==> src/hdl/diag_seq_map.vh <==
// Constants shared by the output fault diagnostic sequencer and its channel engine
`ifndef DIAG_SEQ_MAP_VH
`define DIAG_SEQ_MAP_VH

// APB byte addresses
`define ADDR_CTRL      12'h000
`define ADDR_GAIN      12'h004
`define ADDR_TURNON    12'h008
`define ADDR_PERM      12'h00c
`define ADDR_STATUS    12'h010

// Control register bit positions
`define CTRL_STANDBY_MUTE_PIN_OUT  0
`define CTRL_DIAG_EN   1
`define CTRL_OFFSET_EN 2
`define CTRL_LEGACY    3
`define CTRL_CUR_SEL   4
`define CTRL_LINE_DIAG 5
`define CTRL_WIDTH     6
`define CTRL_RESET     6'h00

// Gain register: bit 0 set selects the 16 dB setting
`define GAIN_LOW_BIT   0

// Fault codes, four bits per channel
`define FAULT_NONE     4'h0
`define FAULT_GND      4'h1
`define FAULT_VS       4'h2
`define FAULT_ACROSS   4'h4
`define FAULT_OPEN     4'h8
`define FAULT_OFFSET   4'h8

// Timing: interval in microseconds, cycle in milliseconds, clock in MHz
`define CLK_MHZ        100
`define CHECK_US       1000
`define CYCLE_MS       100

`endif

==> src/hdl/output_fault_diag_sequencer.v <==
// Speaker output fault diagnostic sequencer with APB register access
//
// Contract
// RQ1 - Host requests turn-on diagnostic at standby exit
// RQ2 - Turn-on classifies ground, supply, across, open
// RQ3 - Hold turn-on result; new pulse after read
// RQ4 - Combined command: pulse first, stage off
// RQ5 - Start permanent diagnostics; keep result until short
// RQ6 - Latch status at plateau end, 100 ms
// RQ7 - Line-driver thresholds only at 16 dB plus option
// RQ8 - Permanent detects shorts and output offset
// RQ9 - Restart mode: only faulted channel shuts down
// RQ10 - Restart mode rechecks every 1 ms
// RQ11 - Diagnostic mode by command, self-activates on overload
// RQ12 - Recheck at 1 ms; clear returns channel active
// RQ13 - Persistent overload starts 100 ms cycle
// RQ14 - After cycle: restart mode, store fault data
// RQ15 - Next cycle only after host read
// RQ16 - Host polls status, over half second
// RQ17 - Host sends unmute before raising standby pin
// RQ18 - Host withholds mute before lowering standby pin
// RQ19 - Select bit picks threshold pair; legacy low only
// RQ20 - Every read rearms all diagnostic cycles; code rearms only on turn-on and permanent fault reads
// RQ21 - Latched per-channel fault code stays readable
`include "diag_seq_map.vh"

module output_fault_diag_sequencer #(
  parameter CHANNELS = 4,
  parameter CHECK_CYCLES = (`CHECK_US * `CLK_MHZ),
  parameter CYCLE_CYCLES = (`CYCLE_MS * 1000 * `CLK_MHZ)
) (
  input wire clock_i,
  input wire rstn_i,
  input wire psel_i,
  input wire penable_i,
  input wire pwrite_i,
  input wire [11:0] paddr_i,
  input wire [31:0] pwdata_i,
  input wire [CHANNELS-1:0] overload_i,        // Protection trip per channel
  input wire [CHANNELS-1:0] below_gnd_i,       // Output below ground-short level
  input wire [CHANNELS-1:0] above_vs_i,        // Output above supply-short level
  input wire [CHANNELS-1:0] load_short_i,      // Load below short threshold
  input wire [CHANNELS-1:0] load_open_i,       // Load above open threshold
  input wire [CHANNELS-1:0] offset_i,          // Output offset beyond limit
  output reg [31:0] prdata_o,
  output reg pready_o,
  output reg pslverr_o,
  output reg stage_on_o,                       // Power stage biased
  output reg pulse_o,                          // Diagnostic current pulse active
  output reg line_thresh_o,                    // Line-driver load thresholds in use
  output reg high_cur_thresh_o,                // High open-load current pair in use
  output reg [CHANNELS-1:0] chan_on_o          // Per-channel enable
);

  // Turn-on sequencer states
  localparam T_IDLE = 2'd0;
  localparam T_PULSE = 2'd1;
  localparam T_DONE = 2'd2;

  //////////////////////////////////////////////////////////////////////
  // Storage and internal state
  reg [`CTRL_WIDTH-1:0] ctrl;          // Software control bits
  reg gain_low;                        // 16 dB gain selected
  reg [1:0] tstate;                    // Turn-on sequencer state
  reg [31:0] ttimer;                   // Pulse plateau timer
  reg [4*CHANNELS-1:0] turnon_res;     // Latched turn-on codes
  reg turnon_valid;                    // A turn-on result is held
  reg turnon_read;                     // Host has read the result
  reg [CHANNELS-1:0] offset_flag;      // Offset persisted since last read
  reg perm_run;                        // Permanent diagnostics running
  reg rearm;                           // One-cycle pulse after a fault read
  reg [3:0] turnon_res_lane [0:CHANNELS-1];   // Turn-on code storage, one word per channel
  // Per-channel engine results and bus strobes
  wire [CHANNELS-1:0] chan_on;
  wire [4*CHANNELS-1:0] perm_fault;
  wire [CHANNELS-1:0] short_seen;
  wire wr_acc;
  wire rd_acc;
  wire next_line;
  wire [CHANNELS-1:0] chan_run_on;

  // Access-phase strobes; a transfer only commits while pready is high
  assign wr_acc = psel_i && penable_i && pwrite_i;
  assign rd_acc = psel_i && penable_i && !pwrite_i;

  // Line-driver thresholds need both the low gain and the option bit [RQ7]
  assign next_line = gain_low && ctrl[`CTRL_LINE_DIAG];                 // [RQ7]

  //////////////////////////////////////////////////////////////////////
  // Classify one channel from its comparators
  function [3:0] classify;
    input gnd;
    input vs;
    input sh;
    input op;
    begin
      classify = `FAULT_NONE;
      // Ground and supply shorts may both be flagged at once
      if (gnd)
        classify = classify | `FAULT_GND;
      if (vs)
        classify = classify | `FAULT_VS;
      if (sh)
        classify = classify | `FAULT_ACROSS;
      // An open load is only reported when no short hides it
      if (op && !gnd && !vs && !sh)
        classify = classify | `FAULT_OPEN;
    end
  endfunction

  //////////////////////////////////////////////////////////////////////
  // APB slave: zero wait states, unmapped addresses answer with error
  always @(posedge clock_i)
  begin
    if (!rstn_i)
    begin
      ctrl <= `CTRL_RESET;
      gain_low <= 1'b0;
      prdata_o <= 32'h00000000;
      pready_o <= 1'b0;
      pslverr_o <= 1'b0;
      rearm <= 1'b0;
    end
    else
    begin
      // Ready answers the cycle after setup, so every access lasts one cycle
      pready_o <= psel_i && !penable_i;
      pslverr_o <= 1'b0;
      rearm <= 1'b0;
      if (psel_i && !penable_i)
      begin
        // Decode in the setup cycle so data is ready with pready
        prdata_o <= 32'h00000000;
        case (paddr_i)
          `ADDR_CTRL:
            prdata_o[`CTRL_WIDTH-1:0] <= ctrl;
          `ADDR_GAIN:
            prdata_o[`GAIN_LOW_BIT] <= gain_low;
          `ADDR_TURNON:
            prdata_o[4*CHANNELS-1:0] <= turnon_res;                     // [RQ3]
          `ADDR_PERM:
            prdata_o[4*CHANNELS-1:0] <= perm_fault;                     // [RQ21]
          `ADDR_STATUS:
            prdata_o[2*CHANNELS+2:0] <= {offset_flag, chan_on, perm_run, turnon_valid, pulse_o};
          default:
            pslverr_o <= 1'b1;
        endcase
      end
      if (wr_acc && pready_o)
      begin
        case (paddr_i)
          `ADDR_CTRL:
            ctrl <= pwdata_i[`CTRL_WIDTH-1:0];
          `ADDR_GAIN:
            gain_low <= pwdata_i[`GAIN_LOW_BIT];
          // Read-only and unmapped words ignore writes
          default:
            ctrl <= ctrl;
        endcase
      end
      // Reading the fault bytes rearms every cycle kind [RQ20]
      // Status polling leaves the running cycles alone
      if (rd_acc && pready_o && (paddr_i == `ADDR_TURNON || paddr_i == `ADDR_PERM))
        rearm <= 1'b1;                                                  // [RQ20]
    end
  end

  //////////////////////////////////////////////////////////////////////
  // Turn-on pulse: runs before biasing, result held until host read
  always @(posedge clock_i)
  begin
    if (!rstn_i)
    begin
      tstate <= T_IDLE;
      ttimer <= 32'h00000000;
      turnon_valid <= 1'b0;
      turnon_read <= 1'b1;
      perm_run <= 1'b0;
      stage_on_o <= 1'b0;
      pulse_o <= 1'b0;
    end
    else
    begin
      if (rearm)
        turnon_read <= 1'b1;                                            // [RQ3]
      case (tstate)
        T_IDLE:
        begin
          stage_on_o <= 1'b0;
          perm_run <= 1'b0;
          // Stage stays off while the pulse runs [RQ4]
          if (ctrl[`CTRL_STANDBY_MUTE_PIN_OUT] && ctrl[`CTRL_DIAG_EN] && turnon_read)
          begin
            pulse_o <= 1'b1;                                            // [RQ4]
            ttimer <= 32'h00000000;
            tstate <= T_PULSE;
          end
          else if (ctrl[`CTRL_STANDBY_MUTE_PIN_OUT])
            tstate <= T_DONE;
        end
        T_PULSE:
        begin
          // Plateau end: the lane blocks latch the comparators on this edge [RQ6]
          if (ttimer >= CYCLE_CYCLES - 1)
          begin
            pulse_o <= 1'b0;
            turnon_valid <= 1'b1;
            turnon_read <= 1'b0;                                        // [RQ3]
            tstate <= T_DONE;
          end
          else
            ttimer <= ttimer + 32'h00000001;
        end
        T_DONE:
        begin
          // Biased: permanent diagnostics run until standby returns
          stage_on_o <= 1'b1;
          perm_run <= 1'b1;                                             // [RQ5]
          if (!ctrl[`CTRL_STANDBY_MUTE_PIN_OUT])
            tstate <= T_IDLE;
        end
        default:
          tstate <= T_IDLE;
      endcase
    end
  end

  //////////////////////////////////////////////////////////////////////
  // Result latch at plateau end; a short on an output clears its code
  genvar g;
  generate
    for (g = 0; g < CHANNELS; g = g + 1)
    begin : lane
      // Offset flag: armed by a fault read, dropped once the offset lapses or a short trips
      always @(posedge clock_i)
      begin
        if (!rstn_i)
          offset_flag[g] <= 1'b0;
        else if (rearm)
          offset_flag[g] <= ctrl[`CTRL_OFFSET_EN] && offset_i[g];
        else if (!offset_i[g] || overload_i[g] || !ctrl[`CTRL_OFFSET_EN])
          offset_flag[g] <= 1'b0;                                       // [RQ8]
      end
      // Single writer for each turn-on code: latch or short-driven drop
      always @(posedge clock_i)
      begin
        if (rstn_i && tstate == T_PULSE && ttimer >= CYCLE_CYCLES - 1)
          turnon_res_lane[g] <= classify(below_gnd_i[g], above_vs_i[g],
                                         load_short_i[g], load_open_i[g]); // [RQ2] [RQ6]
        else if (!rstn_i || short_seen[g])
          turnon_res_lane[g] <= `FAULT_NONE;                            // [RQ5]
      end
      // Open load is no permanent fault, so that comparator is masked here
      diag_channel #(
        .CHECK_CYCLES(CHECK_CYCLES),
        .CYCLE_CYCLES(CYCLE_CYCLES)
      ) u_chan (
        .clock_i(clock_i),
        .rstn_i(rstn_i),
        .perm_run_i(perm_run),
        .diag_en_i(ctrl[`CTRL_DIAG_EN]),
        .overload_i(overload_i[g]),
        .cmp_code_i(classify(below_gnd_i[g], above_vs_i[g], load_short_i[g], 1'b0)),
        .rearm_i(rearm),
        .chan_on_o(chan_on[g]),
        .fault_o(perm_fault[4*g+3:4*g]),
        .short_seen_o(short_seen[g])
      );
      // Follow the stage's next state so enable and stage rise and fall on one edge
      assign chan_run_on[g] = chan_on[g] && (tstate == T_DONE);
    end
  endgenerate

  // Flatten stored codes for the register view
  integer k;
  always @*
  begin
    turnon_res = {4*CHANNELS{1'b0}};
    for (k = 0; k < CHANNELS; k = k + 1)
      turnon_res[4*k +: 4] = turnon_res_lane[k];
  end

  //////////////////////////////////////////////////////////////////////
  // Registered outputs toward the analog side
  always @(posedge clock_i)
  begin
    if (!rstn_i)
    begin
      line_thresh_o <= 1'b0;
      high_cur_thresh_o <= 1'b0;
      chan_on_o <= {CHANNELS{1'b0}};
    end
    else
    begin
      line_thresh_o <= next_line;                                       // [RQ7]
      // Legacy mode forces the low current pair [RQ19]
      high_cur_thresh_o <= !ctrl[`CTRL_CUR_SEL] && !ctrl[`CTRL_LEGACY]; // [RQ19]
      // Stage off forces every channel off, whatever its engine state
      chan_on_o <= chan_run_on;                                         // [RQ9]
    end
  end

endmodule

==> src/hdl/diag_channel.v <==
// Per-channel restart and diagnostic mode engine for one speaker output
`include "diag_seq_map.vh"

module diag_channel #(
  parameter CHECK_CYCLES = 100000,
  parameter CYCLE_CYCLES = 10000000
) (
  input wire clock_i,
  input wire rstn_i,
  input wire perm_run_i,          // Permanent diagnostics running
  input wire diag_en_i,           // Diagnostic mode enabled by command
  input wire overload_i,          // Short-circuit protection tripped
  input wire [3:0] cmp_code_i,    // Comparator fault classification
  input wire rearm_i,             // Host read: next cycle may start
  output reg chan_on_o,           // Channel enabled
  output reg [3:0] fault_o,       // Latched fault of the last cycle
  output reg short_seen_o         // A short appeared on this output
);

  localparam S_ACTIVE = 3'd0;
  localparam S_RECHECK = 3'd1;
  localparam S_CYCLE = 3'd2;
  localparam S_RESTART = 3'd3;
  localparam S_HOLD = 3'd4;

  reg [2:0] state;          // Engine state
  reg [31:0] timer;         // Shared interval counter
  reg [3:0] worst;          // Fault seen during the cycle
  reg done;                 // Cycle ended, waiting for host read

  //////////////////////////////////////////////////////////////////////
  // Sequencer: one timer serves recheck, cycle and restart sampling
  always @(posedge clock_i)
  begin
    if (!rstn_i)
    begin
      state <= S_ACTIVE;
      timer <= 32'h00000000;
      worst <= `FAULT_NONE;
      done <= 1'b0;
      chan_on_o <= 1'b1;
      fault_o <= `FAULT_NONE;
      short_seen_o <= 1'b0;
    end
    else
    begin
      if (rearm_i)
        done <= 1'b0;                                           // [RQ15]
      case (state)
        S_ACTIVE:
        begin
          chan_on_o <= 1'b1;
          timer <= 32'h00000000;
          if (perm_run_i && overload_i)
          begin
            chan_on_o <= 1'b0;                                  // [RQ9]
            short_seen_o <= 1'b1;                               // [RQ5]
            // Diagnostic mode self-activates on a protection trip when enabled and no cycle result awaits a read [RQ11]
            if (diag_en_i && !done)
              state <= S_RECHECK;
            else
              state <= S_RESTART;
          end
        end
        S_RECHECK:
        begin
          // Spike filter: judge the output only after the check interval
          if (timer >= CHECK_CYCLES - 1)
          begin
            timer <= 32'h00000000;
            worst <= `FAULT_NONE;
            if (overload_i)
              state <= S_CYCLE;                                 // [RQ13]
            else
              state <= S_ACTIVE;                                // [RQ12]
          end
          else
            timer <= timer + 32'h00000001;
        end
        S_CYCLE:
        begin
          worst <= worst | (cmp_code_i & ~`FAULT_OPEN);         // [RQ8]
          if (timer >= CYCLE_CYCLES - 1)
          begin
            timer <= 32'h00000000;
            fault_o <= worst | (cmp_code_i & ~`FAULT_OPEN);     // [RQ14] [RQ21]
            done <= 1'b1;
            state <= S_RESTART;                                 // [RQ14]
          end
          else
            timer <= timer + 32'h00000001;
        end
        S_RESTART:
        begin
          // Stays off; sample output once per interval [RQ10]
          if (timer >= CHECK_CYCLES - 1)
          begin
            timer <= 32'h00000000;
            if (!overload_i)
              state <= S_ACTIVE;                                // [RQ10]
          end
          else
            timer <= timer + 32'h00000001;
        end
        default:
          state <= S_ACTIVE;
      endcase
      if (!perm_run_i)
        short_seen_o <= 1'b0;
    end
  end

endmodule

==> config.mk <==
export PLATFORM = sky130hd
export DESIGN_NAME = output_fault_diag_sequencer
export DESIGN_NICKNAME = d
export VERILOG_FILES = /design/src/hdl/output_fault_diag_sequencer.v /design/src/hdl/diag_channel.v
export VERILOG_INCLUDE_DIRS = /design/src /design/src/hdl
export SDC_FILE = /design/constraint.sdc
export NUM_CORES = 1
export LEC_CHECK = 0
export BUFFER_PORTS_ARGS = -buffer_cell sky130_fd_sc_hd__buf_2
export CAP_MARGIN = 10
export CORE_MARGIN = 2
export CORE_UTILIZATION = 45
export CTS_BUF_LIST = sky130_fd_sc_hd__clkbuf_4 sky130_fd_sc_hd__clkbuf_8
export CTS_CLUSTER_SIZE = 24
export DETAILED_ROUTE_END_ITERATION = 8
export GPL_ROUTABILITY_DRIVEN = 0
export MAX_ROUTING_LAYER = met4
export PLACE_DENSITY = 0.73
export SLEW_MARGIN = 20
export SYNTH_ARGS = -nofsm -noshare
export SYNTH_HDL_FRONTEND = slang
export SYNTH_SLANG_ARGS = --single-unit
==> constraint.sdc <==
create_clock -name clock_i -period 2.93 [get_ports clock_i]
set_input_delay 0.293 -clock clock_i [delete_from_list [all_inputs] [get_ports clock_i]]
set_output_delay 0.293 -clock clock_i [all_outputs]
set_load 0.1 [all_outputs]
==> out/qor.csv, run 1 <==
stage,metric,value,unit
timing,max_freq,0.406,GHz
clock_tree,clockRootBuffer,clkbuf_8,
floorplan,fp.dieArea,0.0263,mm^2
critical_path,cp.buffers_inverters,0,
timing,setup_tns,0,ns
logic_synthesis,synth_enable_flop_cells,12,
logic_synthesis,yosysSeqAreaShare,0.477,
timing,slew_headroom,0.557,
logic_synthesis,synth_seq_cells,262,
place,io_buffers,72,
pwr,peakVddDrop,269,uV
timing,fin_crit,2.46,ns
clock_tree,clkLatencyLatePin,0.54,ns
pwr,p_sw_frac,0.237,
cells_and_area,seq_area,0.00537,mm^2
cells_and_area,area_growth,15.3,%
critical_path,r2r-start,ttimer[1],
timing,rsz0062_at_grt,false,
cells_and_area,final_cell_area,0.0130,mm^2
critical_path,critPathMaxStageDelay,0.43,ns
pwr,power.density,585,mW/mm^2
logic_synthesis,syn-cell-area,0.0113,mm^2
routing,drc_errors,0,
logic_synthesis,async_reset_ff_frac,0,
critical_path,worst_r2r_endpoint,turnon_res_lane[0][1],
timing,post-route-period-util,0.840,
pwr,p_seq_frac,0.491,
timing,finalHoldViolCount,0,
critical_path,cp_slowest_cell,nand3_1,
critical_path,r2r_slack,0.47,ns
timing,setup_viol,0,
place,place_area,0.0120,mm^2
floorplan,core_area,0.0245,mm^2
global_routing,grt_pass1_vias,8881,
hold_path,hp-start,pwdata_i[0],
cells_and_area,drive_above_1_share,0.131,
clock_tree,cts_buffers,44,
floorplan,rows,57,
critical_path,crit_arrival,2.85,ns
cells_and_area,num-fill-cells,2266,
pwr,pwr-share-clk,0.451,
routing,wl_per_cell,14.7,um
floorplan,chipHeight,162,um
critical_path,crit_top_cell,nand3_1,
pwr,p_sw,1.80,mW
floorplan,io_pins,115,
critical_path,rr_worst_depth,7,
routing,vias,9423,
run,max_cap_violations,0,
cells_and_area,final_core_util,0.531,
routing,drt_wl_total,25800,um
critical_path,critPathTopFamily,simple AND/OR/NAND/NOR gates,
global_routing,grt_pass1_wl,43000,um
logic_synthesis,synthDistinctLibCells,75,
clock_tree,clkTransAtPathRegs,0.07,ns
logic_synthesis,syn_inst,1275,
cells_and_area,nets,1469,
routing,antenna_left,0,
floorplan,die_w,162,um
routing,drt_iter0_markers,673,
critical_path,critical_path_class,flop to flop,
global_routing,grt_max_degree,65,
routing,dr.pass1.iters,7,
clock_tree,cts_tree,done,
clock_tree,htreeDepth,2,
logic_synthesis,syn_area_per_cell,8.83,um^2
global_routing,grt_overflow,0,
hold_path,min_to,gain_low,
pwr,power.leakage,5.03,nW
global_routing,antenna_found_initial,2,
routing,via_per_inst,5.38,
critical_path,cp-end-kind,flop,
critical_path,critPathLaunchType,flop,
timing,drv_slew,0,
cells_and_area,multi_input_comb_area,0.00566,mm^2
status,status,"finished, final reports clean",
critical_path,path_max_fanout,9,
logic_synthesis,ys_warn_count,0,
pwr,p_total,7.60,mW
place,place_hpwl,17600,um
critical_path,cp.required,3.32,ns
clock_tree,clock-sinks,262,
floorplan,start_util,0.460,
timing,skew,0.0189,ns
pwr,comb_power_share,0.058,
logic_synthesis,ys.flop_type,dfxtp_1,
pwr,p_int,5.79,mW
timing,worst_pin_slew,0.662,ns
global_routing,grt.total_usage,0.204,
critical_path,worstPathCellList,ha_1 -> nand3_1 -> o21ai_0 -> a311o_1 -> nand3_1 -> nand2_1 -> and3_1,
clock_tree,cts_buffer_depth,3,
hold_path,whs_path_depth,3,
hold_path,min-delay-path-class,primary input to flop,
## power groups by stage
stage	clock network [mW]	logic [mW]	registers, mW
3_3_place_gp	0	0.425	3.81
3_5_place_dp	0	0.431	3.81
6_report	3.42	0.440	3.73
4_1_cts	3.51	0.438	3.73
5_1_grt	3.70	0.480	3.74
2_1_floorplan	0	0.305	3.83
## repair_timing
action | CTS | global route
hold buffers | 3 | 0
buffers inserted | 0 | 0
gates resized for setup | 0 | 0
endpoints found under the hold margin | 3 | 0
## cell type report
type                            instances  area share
Antenna cell                            2    0.000386
Clock buffer                           72      0.0682
Clock inverter                          8     0.00501
Inverter                               19     0.00550
Multi-Input combinational cell        972       0.436
Sequential cell                       262       0.413
Tap cell                              324      0.0312
Timing Repair Buffer                   92      0.0399
## worst register-to-register path: cells and delay by family, from the launching register on
kind            cells  cell delay, ns
fa+ha+maj           1            0.24
flops               1            0.39
simple gates        4            1.02
compound gates      2            0.67
## cell usage after synthesis (13+ instances only)
| master | number | share of area |
|---|---|---|
| xor2_1 | 55 | 0.043 |
| clkbuf_1 | 44 | 0.015 |
| and3_1 | 67 | 0.037 |
| dfxtp_1 | 250 | 0.44 |
| buf_4 | 18 | 0.012 |
| nand2_1 | 113 | 0.038 |
| nand3_1 | 62 | 0.028 |
| nor4_1 | 14 | 0.0078 |
| nor3_1 | 54 | 0.024 |
| and2_1 | 23 | 0.013 |
| o21ai_0 | 78 | 0.035 |
| inv_1 | 18 | 0.0060 |
| xnor2_1 | 33 | 0.026 |
| nand4_1 | 22 | 0.012 |
| nor2b_1 | 13 | 0.0072 |
| a21oi_1 | 65 | 0.029 |
| mux2i_1 | 25 | 0.022 |
| nor2_1 | 141 | 0.047 |
## layout by cell type, fill, tap and decap left out, types with 9 or more instances in the layout
cell type and count:
clkbuf_4 17, nand4_1 22, and3_1 67, inv_1 18, a21oi_1 65, nor2b_1 13
or4_1 9, or3_1 12, clkbuf_8 55, o21ai_0 78, mux2i_1 25, and4_1 12
xnor2_1 33, conb_1 48, buf_4 17, edfxtp_1 12, nor2_1 141, nand3_1 62
dfxtp_1 250, nor4_1 14, buf_2 72, nand2_1 113, nor3_1 54, xor2_1 55
and2_1 23
## layer usage
metal,GRT usage,share of wire,wire (um),vias up
met5,-,0,0,-
met4,0.0800,0.032,814,0
met3,0.0419,0.053,1360,62
met2,0.320,0.46,12000,224
met1,0.260,0.45,11700,4415
li1,-,-,-,4722
## flip-flops by register name, summed over array words and instances (netlist names), 2 cells and up
register and cells:
offset_flag 4, chan_on_o 4, tstate 2, lane.u_chan.worst 12
lane.u_chan.state 8, ttimer 32, lane.u_chan.done 4, lane.u_chan.fault_o 12
turnon_res_lane 16, ctrl 6, prdata_o 16, lane.u_chan.short_seen_o 4
lane.u_chan.timer 128, lane.u_chan.chan_on_o 4
## logic make-up after synthesis
family / synth area share
and+or+nand+nor: 0.263
AOI/OAI and AO/OA: 0.126
buffers and inverters: 0.0360
muxes: 0.0242
DFF: 0.477
adders and majority gates: 0.00556
other: 0.000333
xor gates and xnor gates: 0.0685
## metrics by stage
step           worst slack (ns)  hold WS [ns]  instances
2_1_floorplan             0.818         0.372       1322
3_3_place_gp              0.601         0.446       1666
3_5_place_dp              0.538         0.457       1666
4_1_cts                   0.506       0.00439       1749
5_1_grt                   0.266     0.0000670       1751
6_report                  0.470        0.0270       1751
## worst max path at each step
stage	from	end	slack, ns	depth (start not counted)
2_1_floorplan	lane[2].u_chan.timer[0]	lane[2].u_chan.timer[14]	0.82	9
3_3_place_gp	ttimer[0]	turnon_res_lane[3][3]	0.60	7
3_5_place_dp	ttimer[0]	turnon_res_lane[0][1]	0.54	7
4_1_cts	ttimer[0]	turnon_res_lane[0][1]	0.51	7
5_1_grt	ttimer[0]	turnon_res_lane[0][1]	0.27	7
6_report	ttimer[1]	turnon_res_lane[0][1]	0.47	7
(Power assumes the default switching activity.)
==> run 2, diff against run 1 <==
Settings changed: PLACE_DENSITY 0.73 to 0.75.
Clock period 2.93 ns to 2.2 ns, I/O delays scaled along.
==> run 2 against run 1 <==
  * Cell count up 3.5%
  * First-iteration DRC count up 4.9%
  * Maximum frequency rose by 15%
  * Clock power grew 34%
  * Final area increased by 5.2%
  * Largest cell class unchanged
  * Hold slack improved by 0.018 ns
  * Sequential share of layout area is 2.0 points lower
  * Non-clock buffer count up 63
  * Count of clock-buffer cells in the layout is the same
==> out/qor.csv, run 2 (synthesis results as in run 1) <==
stage,metric,value,unit
timing,layout_setup_ws,0.0653,ns
timing,setup_viol,0,
global_routing,grt.total_usage,0.203,
hold_path,min_to,lane[3].u_chan.worst[1],
floorplan,chipHeight,162,um
run,max_cap_violations,0,
global_routing,grt_overflow,0,
timing,setup_tns,0,ns
floorplan,fp.dieArea,0.0263,mm^2
clock_tree,htreeDepth,2,
cells_and_area,final_common_cell,dfxtp_1,
routing,drt_iter0_markers,706,
pwr,power.leakage,5.36,nW
routing,via_per_inst,5.32,
critical_path,worstPathCellList,nor4_4 -> nand4_1 -> a311oi_4 -> nor3_1 -> buf_4 -> or3_4,
global_routing,grt_pass1_vias,9179,
clock_tree,cts_buffers,44,
routing,vias,9633,
cells_and_area,nets,1532,
place,preCtsSetupSlack,-0.00405,ns
critical_path,crit_arrival,2.41,ns
status,status,"finished, final reports clean",
timing,rsz0062_at_grt,true,
cells_and_area,regMostFlops,lane.u_chan.timer,
routing,antenna_left,0,
pwr,p_total,10.2,mW
routing,wl_per_cell,14.4,um
timing,max_freq,0.468,GHz
floorplan,core_area,0.0245,mm^2
critical_path,r2r-start,ttimer[27],
global_routing,antenna_found_initial,2,
floorplan,io_pins,115,
clock_tree,clock-sinks,262,
timing,worst_pin_slew,0.703,ns
critical_path,cp_slowest_cell,a311oi_4,
routing,drt_wl_total,26200,um
cells_and_area,final_cell_area,0.0137,mm^2
cells_and_area,layout_common_cells,"dfxtp_1, nor2_1, nand2_1",
timing,drv_slew,0,
cells_and_area,reg_top3,"lane.u_chan.timer x128, ttimer x32",
place,place_area,0.0123,mm^2
clock_tree,clkLatencyLatePin,0.55,ns
routing,drc_errors,0,
cells_and_area,largest_reg_flops,128,
floorplan,rows,57,
clock_tree,cts_buffer_depth,3,
hold_path,min-delay-path-class,primary input to flop,
critical_path,critPathLaunchType,flop,
critical_path,cp.required,2.48,ns
hold_path,hp-start,above_vs_i[3],
place,io_buffers,72,
timing,fin_crit,2.13,ns
routing,dr.pass1.iters,6,
critical_path,rr_worst_depth,6,
cells_and_area,area_growth,21.3,%
critical_path,worst_r2r_endpoint,turnon_res_lane[0][3],
critical_path,path_max_fanout,4,
pwr,peakVddDrop,443,uV
critical_path,critical_path_class,flop to flop,
clock_tree,clkTransAtPathRegs,0.06,ns
critical_path,cp.buffers_inverters,1,
critical_path,cp-end-kind,flop,
global_routing,grt_max_degree,55,
timing,slew_headroom,0.532,
clock_tree,clockRootBuffer,clkbuf_8,
floorplan,die_w,162,um
global_routing,grt_pass1_wl,43100,um
timing,finalHoldViolCount,0,
place,place_hpwl,18200,um
pwr,power.density,746,mW/mm^2
critical_path,critPathMaxStageDelay,0.37,ns
clock_tree,cts_tree,done,
timing,whs,0.0450,ns
critical_path,critPathTopFamily,simple AND/OR/NAND/NOR gates,
cells_and_area,drive_above_1_share,0.165,
timing,skew,0.0247,ns
floorplan,start_util,0.460,
timing,post-route-period-util,0.970,
critical_path,r2r_slack,0.07,ns
hold_path,whs_path_depth,3,
==> run 2: cell type report <==
class	count	area [um^2]
antenna	2	5.00
clock buffer	72	935
clock inverter	6	36.3
fill	2176	10800
inverter	19	71.3
multi-input combinational	972	5760
sequential	262	5370
tap	324	405
timing repair buffer	155	1080
==> run 2: report_power, final <==
group / total (mW) / leakage [nW] / internal (mW) / switching (mW)
registers: 4.97 / 2.15 / 4.90 / 0.0732
logic: 0.628 / 2.70 / 0.201 / 0.427
clock network: 4.59 / 0.515 / 2.68 / 1.90
==> run 2: worst register-to-register path, delay by kind of cell, from the launching register on <==
kind,cells,cell delay (ns)
AO/OA/AOI/OAI,1,0.38
AND/OR/NAND/NOR,4,0.99
flip-flops,1,0.33
buffers and inverters,1,0.17
==> run 2: timing repair <==
action,CTS,global route
hold buffers,22,0
hold endpoints to repair,25,0
gates resized for setup,2,29
endpoints found under the setup margin,12,106
pin swaps,1,6
buffers inserted,0,3
==> run 2: how the worst max path moves through the flow <==
stage	startpoint	endpoint	slack (ns)	cells after the start
finish	ttimer[27]	turnon_res_lane[0][3]	0.07	6
global route	lane[1].u_chan.timer[0]	lane[1].u_chan.timer[17]	-0.05	9
CTS	ttimer[27]	turnon_res_lane[3][2]	0.02	6
detailed placement	ttimer[27]	turnon_res_lane[3][2]	-0.004	6
global placement	ttimer[27]	turnon_res_lane[0][3]	0.03	6
floorplan	lane[2].u_chan.timer[0]	lane[2].u_chan.timer[14]	0.09	9
==> run 2: per-layer routing <==
layer  global-route usage  part of all wire  vias to the layer above
met5                    -                 0                        -
met1                0.252              0.44                     4450
met3               0.0324             0.055                       61
met2                0.330              0.47                      276
met4               0.0885             0.037                        0
li1                     -                 -                     4846
==> run 2: metrics by stage <==
stage,utilization,std cells
global placement,0.504,1707
detailed placement,0.504,1707
global route,0.558,1812
floorplan,-,1322
finish,0.558,1812
CTS,0.554,1807
==> run 3, diff against run 2 <==
Settings changed: CORE_MARGIN 2 to unset, CTS_CLUSTER_DIAMETER set to 200.
==> run 3 against run 2 <==
  * Non-clock buffer count fell by 5
  * Cell count decreased by 3.5%
  * Clock skew shrank 0.0077 ns
  * Flip-flop and latch count unchanged
  * Worst setup slack improved by 0.0057 ns
  * Critical path type unchanged
  * Largest cell class unchanged
  * Largest power group unchanged
==> out/qor.csv, run 3 (synthesis results as in run 1) <==
stage,metric,value,unit
status,status,"finished, final reports clean",
cells_and_area,multi_input_comb_area,0.00578,mm^2
cells_and_area,reg_top3,"lane.u_chan.timer x128, ttimer x32",
cells_and_area,layout_common_cells,"dfxtp_1, nor2_1, nand2_1",
timing,worst_pin_slew,0.666,ns
place,place_hpwl,18600,um
clock_tree,cts_buffer_depth,3,
critical_path,crit_arrival,2.41,ns
timing,max_freq,0.470,GHz
timing,slew_headroom,0.554,
routing,dr.pass1.iters,6,
pwr,power.leakage,4.96,nW
run,max_cap_violations,0,
timing,drv_slew,0,
timing,post-route-period-util,0.968,
pwr,power.density,599,mW/mm^2
cells_and_area,largest_reg_flops,128,
hold_path,min-delay-path-class,primary input to flop,
global_routing,antenna_found_initial,1,
global_routing,grt_pass1_wl,42400,um
critical_path,critPathMaxStageDelay,0.37,ns
clock_tree,clockRootBuffer,clkbuf_8,
cells_and_area,num-fill-cells,2254,
timing,rsz0062_at_grt,true,
clock_tree,cts_buffers,14,
place,io_buffers,72,
critical_path,path_max_fanout,4,
timing,finalHoldViolCount,0,
clock_tree,htreeDepth,1,
cells_and_area,final_common_cell,dfxtp_1,
critical_path,worstPathCellList,nor4_4 -> nand4_1 -> a311oi_4 -> nor3_1 -> buf_4 -> or3_4,
critical_path,cp_slowest_cell,a311oi_4,
floorplan,rows,57,
floorplan,start_util,0.460,
clock_tree,cts_tree,done,
cells_and_area,nets,1497,
cells_and_area,regMostFlops,lane.u_chan.timer,
critical_path,cp-end-kind,flop,
place,dp.cells,1704,
routing,wl_per_cell,14.6,um
timing,setup_tns,0,ns
routing,antenna_left,0,
floorplan,io_pins,115,
critical_path,rr_worst_depth,6,
routing,via_per_inst,5.41,
cells_and_area,instances_no_fill,1749,
global_routing,grt_max_degree,39,
clock_tree,clkLatencyLatePin,0.52,ns
pwr,p_total,7.74,mW
routing,drc_errors,0,
timing,setup_viol,0,
cells_and_area,area_growth,14.8,%
clock_tree,clock-sinks,262,
global_routing,grt.total_usage,0.204,
critical_path,critical_path_class,flop to flop,
critical_path,cp.required,2.48,ns
pwr,peakVddDrop,329,uV
cells_and_area,seq_area,0.00537,mm^2
routing,drt_iter0_markers,783,
global_routing,grt_overflow,0,
hold_path,whs_path_depth,3,
cells_and_area,drive_above_1_share,0.134,
floorplan,chipHeight,160,um
floorplan,fp.dieArea,0.0257,mm^2
routing,drt_wl_total,25600,um
floorplan,core_area,0.0245,mm^2
clock_tree,clkTransAtPathRegs,0.13,ns
timing,skew,0.0169,ns
critical_path,critPathLaunchType,flop,
floorplan,die_w,160,um
global_routing,grt_pass1_vias,8844,
routing,vias,9470,
timing,fin_crit,2.13,ns
-- run 3: cell count changes in the layout (fill, tap and decap cells not counted), moves of 2 or more --
| cell | previous run | this run |
|---|---|---|
| dfxtp_1 | 249 | 246 |
| o21ai_1 | 7 | 4 |
| clkbuf_8 | 63 | 16 |
| o21ai_2 | 5 | 3 |
| o21ai_0 | 70 | 75 |
| buf_4 | 57 | 52 |
| clkbuf_4 | 9 | 5 |
| clkinv_2 | 4 | 0 |
| dfxtp_2 | 1 | 4 |
-- run 3: final timing paths --
kind,startpoint,to,slack [ns]
max,ttimer[31],turnon_res_lane[3][0],0.07
min,above_vs_i[3],lane[3].u_chan.worst[1],0.05
max reg2reg,ttimer[31],turnon_res_lane[3][0],0.07
min reg2reg,lane[0].u_chan.timer[0],lane[0].u_chan.timer[0],0.45
-- run 3: final cells by class --
cell class              count  share of cell area
flip-flops and latches    262               0.415
repair buffers            150              0.0806
well taps                 324              0.0314
clock buffers              21              0.0199
diodes                      1            0.000194
inverters                  19             0.00552
multi-input cells         972               0.447
-- run 3: through the flow --
| step | util | hold slack (ns) | area, um^2 | setup slack [ns] |
|---|---|---|---|---|
| 6_report | 0.528 | 0.0497 | 12900 | 0.0710 |
| 5_1_grt | 0.528 | 0.0434 | 12900 | -0.0219 |
| 4_1_cts | 0.524 | 0.0218 | 12800 | 0.0178 |
| 3_5_place_dp | 0.503 | 0.447 | 12300 | 0.00380 |
| 3_3_place_gp | 0.503 | 0.444 | 12300 | 0.0246 |
| 2_1_floorplan | - | 0.299 | 11400 | 0.0879 |
-- run 3: layer usage --
layer | share of wire | vias to the layer above | track usage | wire length, um
li1 | - | 4747 | - | -
met1 | 0.45 | 4454 | 0.261 | 11600
met2 | 0.47 | 225 | 0.335 | 12100
met3 | 0.046 | 44 | 0.0234 | 1190
met4 | 0.027 | 0 | 0.0658 | 680
met5 | 0 | - | - | 0
-- run 3: report_power, final --
part | internal [mW] | leakage [nW] | switching [mW]
clock network | 0.758 | 0.138 | 1.39
registers | 4.89 | 2.15 | 0.0726
logic | 0.201 | 2.66 | 0.428
-- run 3: timing repair --
item / 4_1_cts / 5_1_grt
gates resized for setup: 4 / 29
setup buffers: 0 / 1
hold endpoints to repair: 26 / 0
setup endpoints to repair: 26 / 117
pin swaps: 1 / 2
hold buffers: 22 / 0
-- run 3: worst max-delay path, delay by kind of cell, from the launching register on --
kind	cells	cell delay, ns
compound gates	1	0.37
buf+inv	1	0.17
simple gates	4	1.00
flops	1	0.35
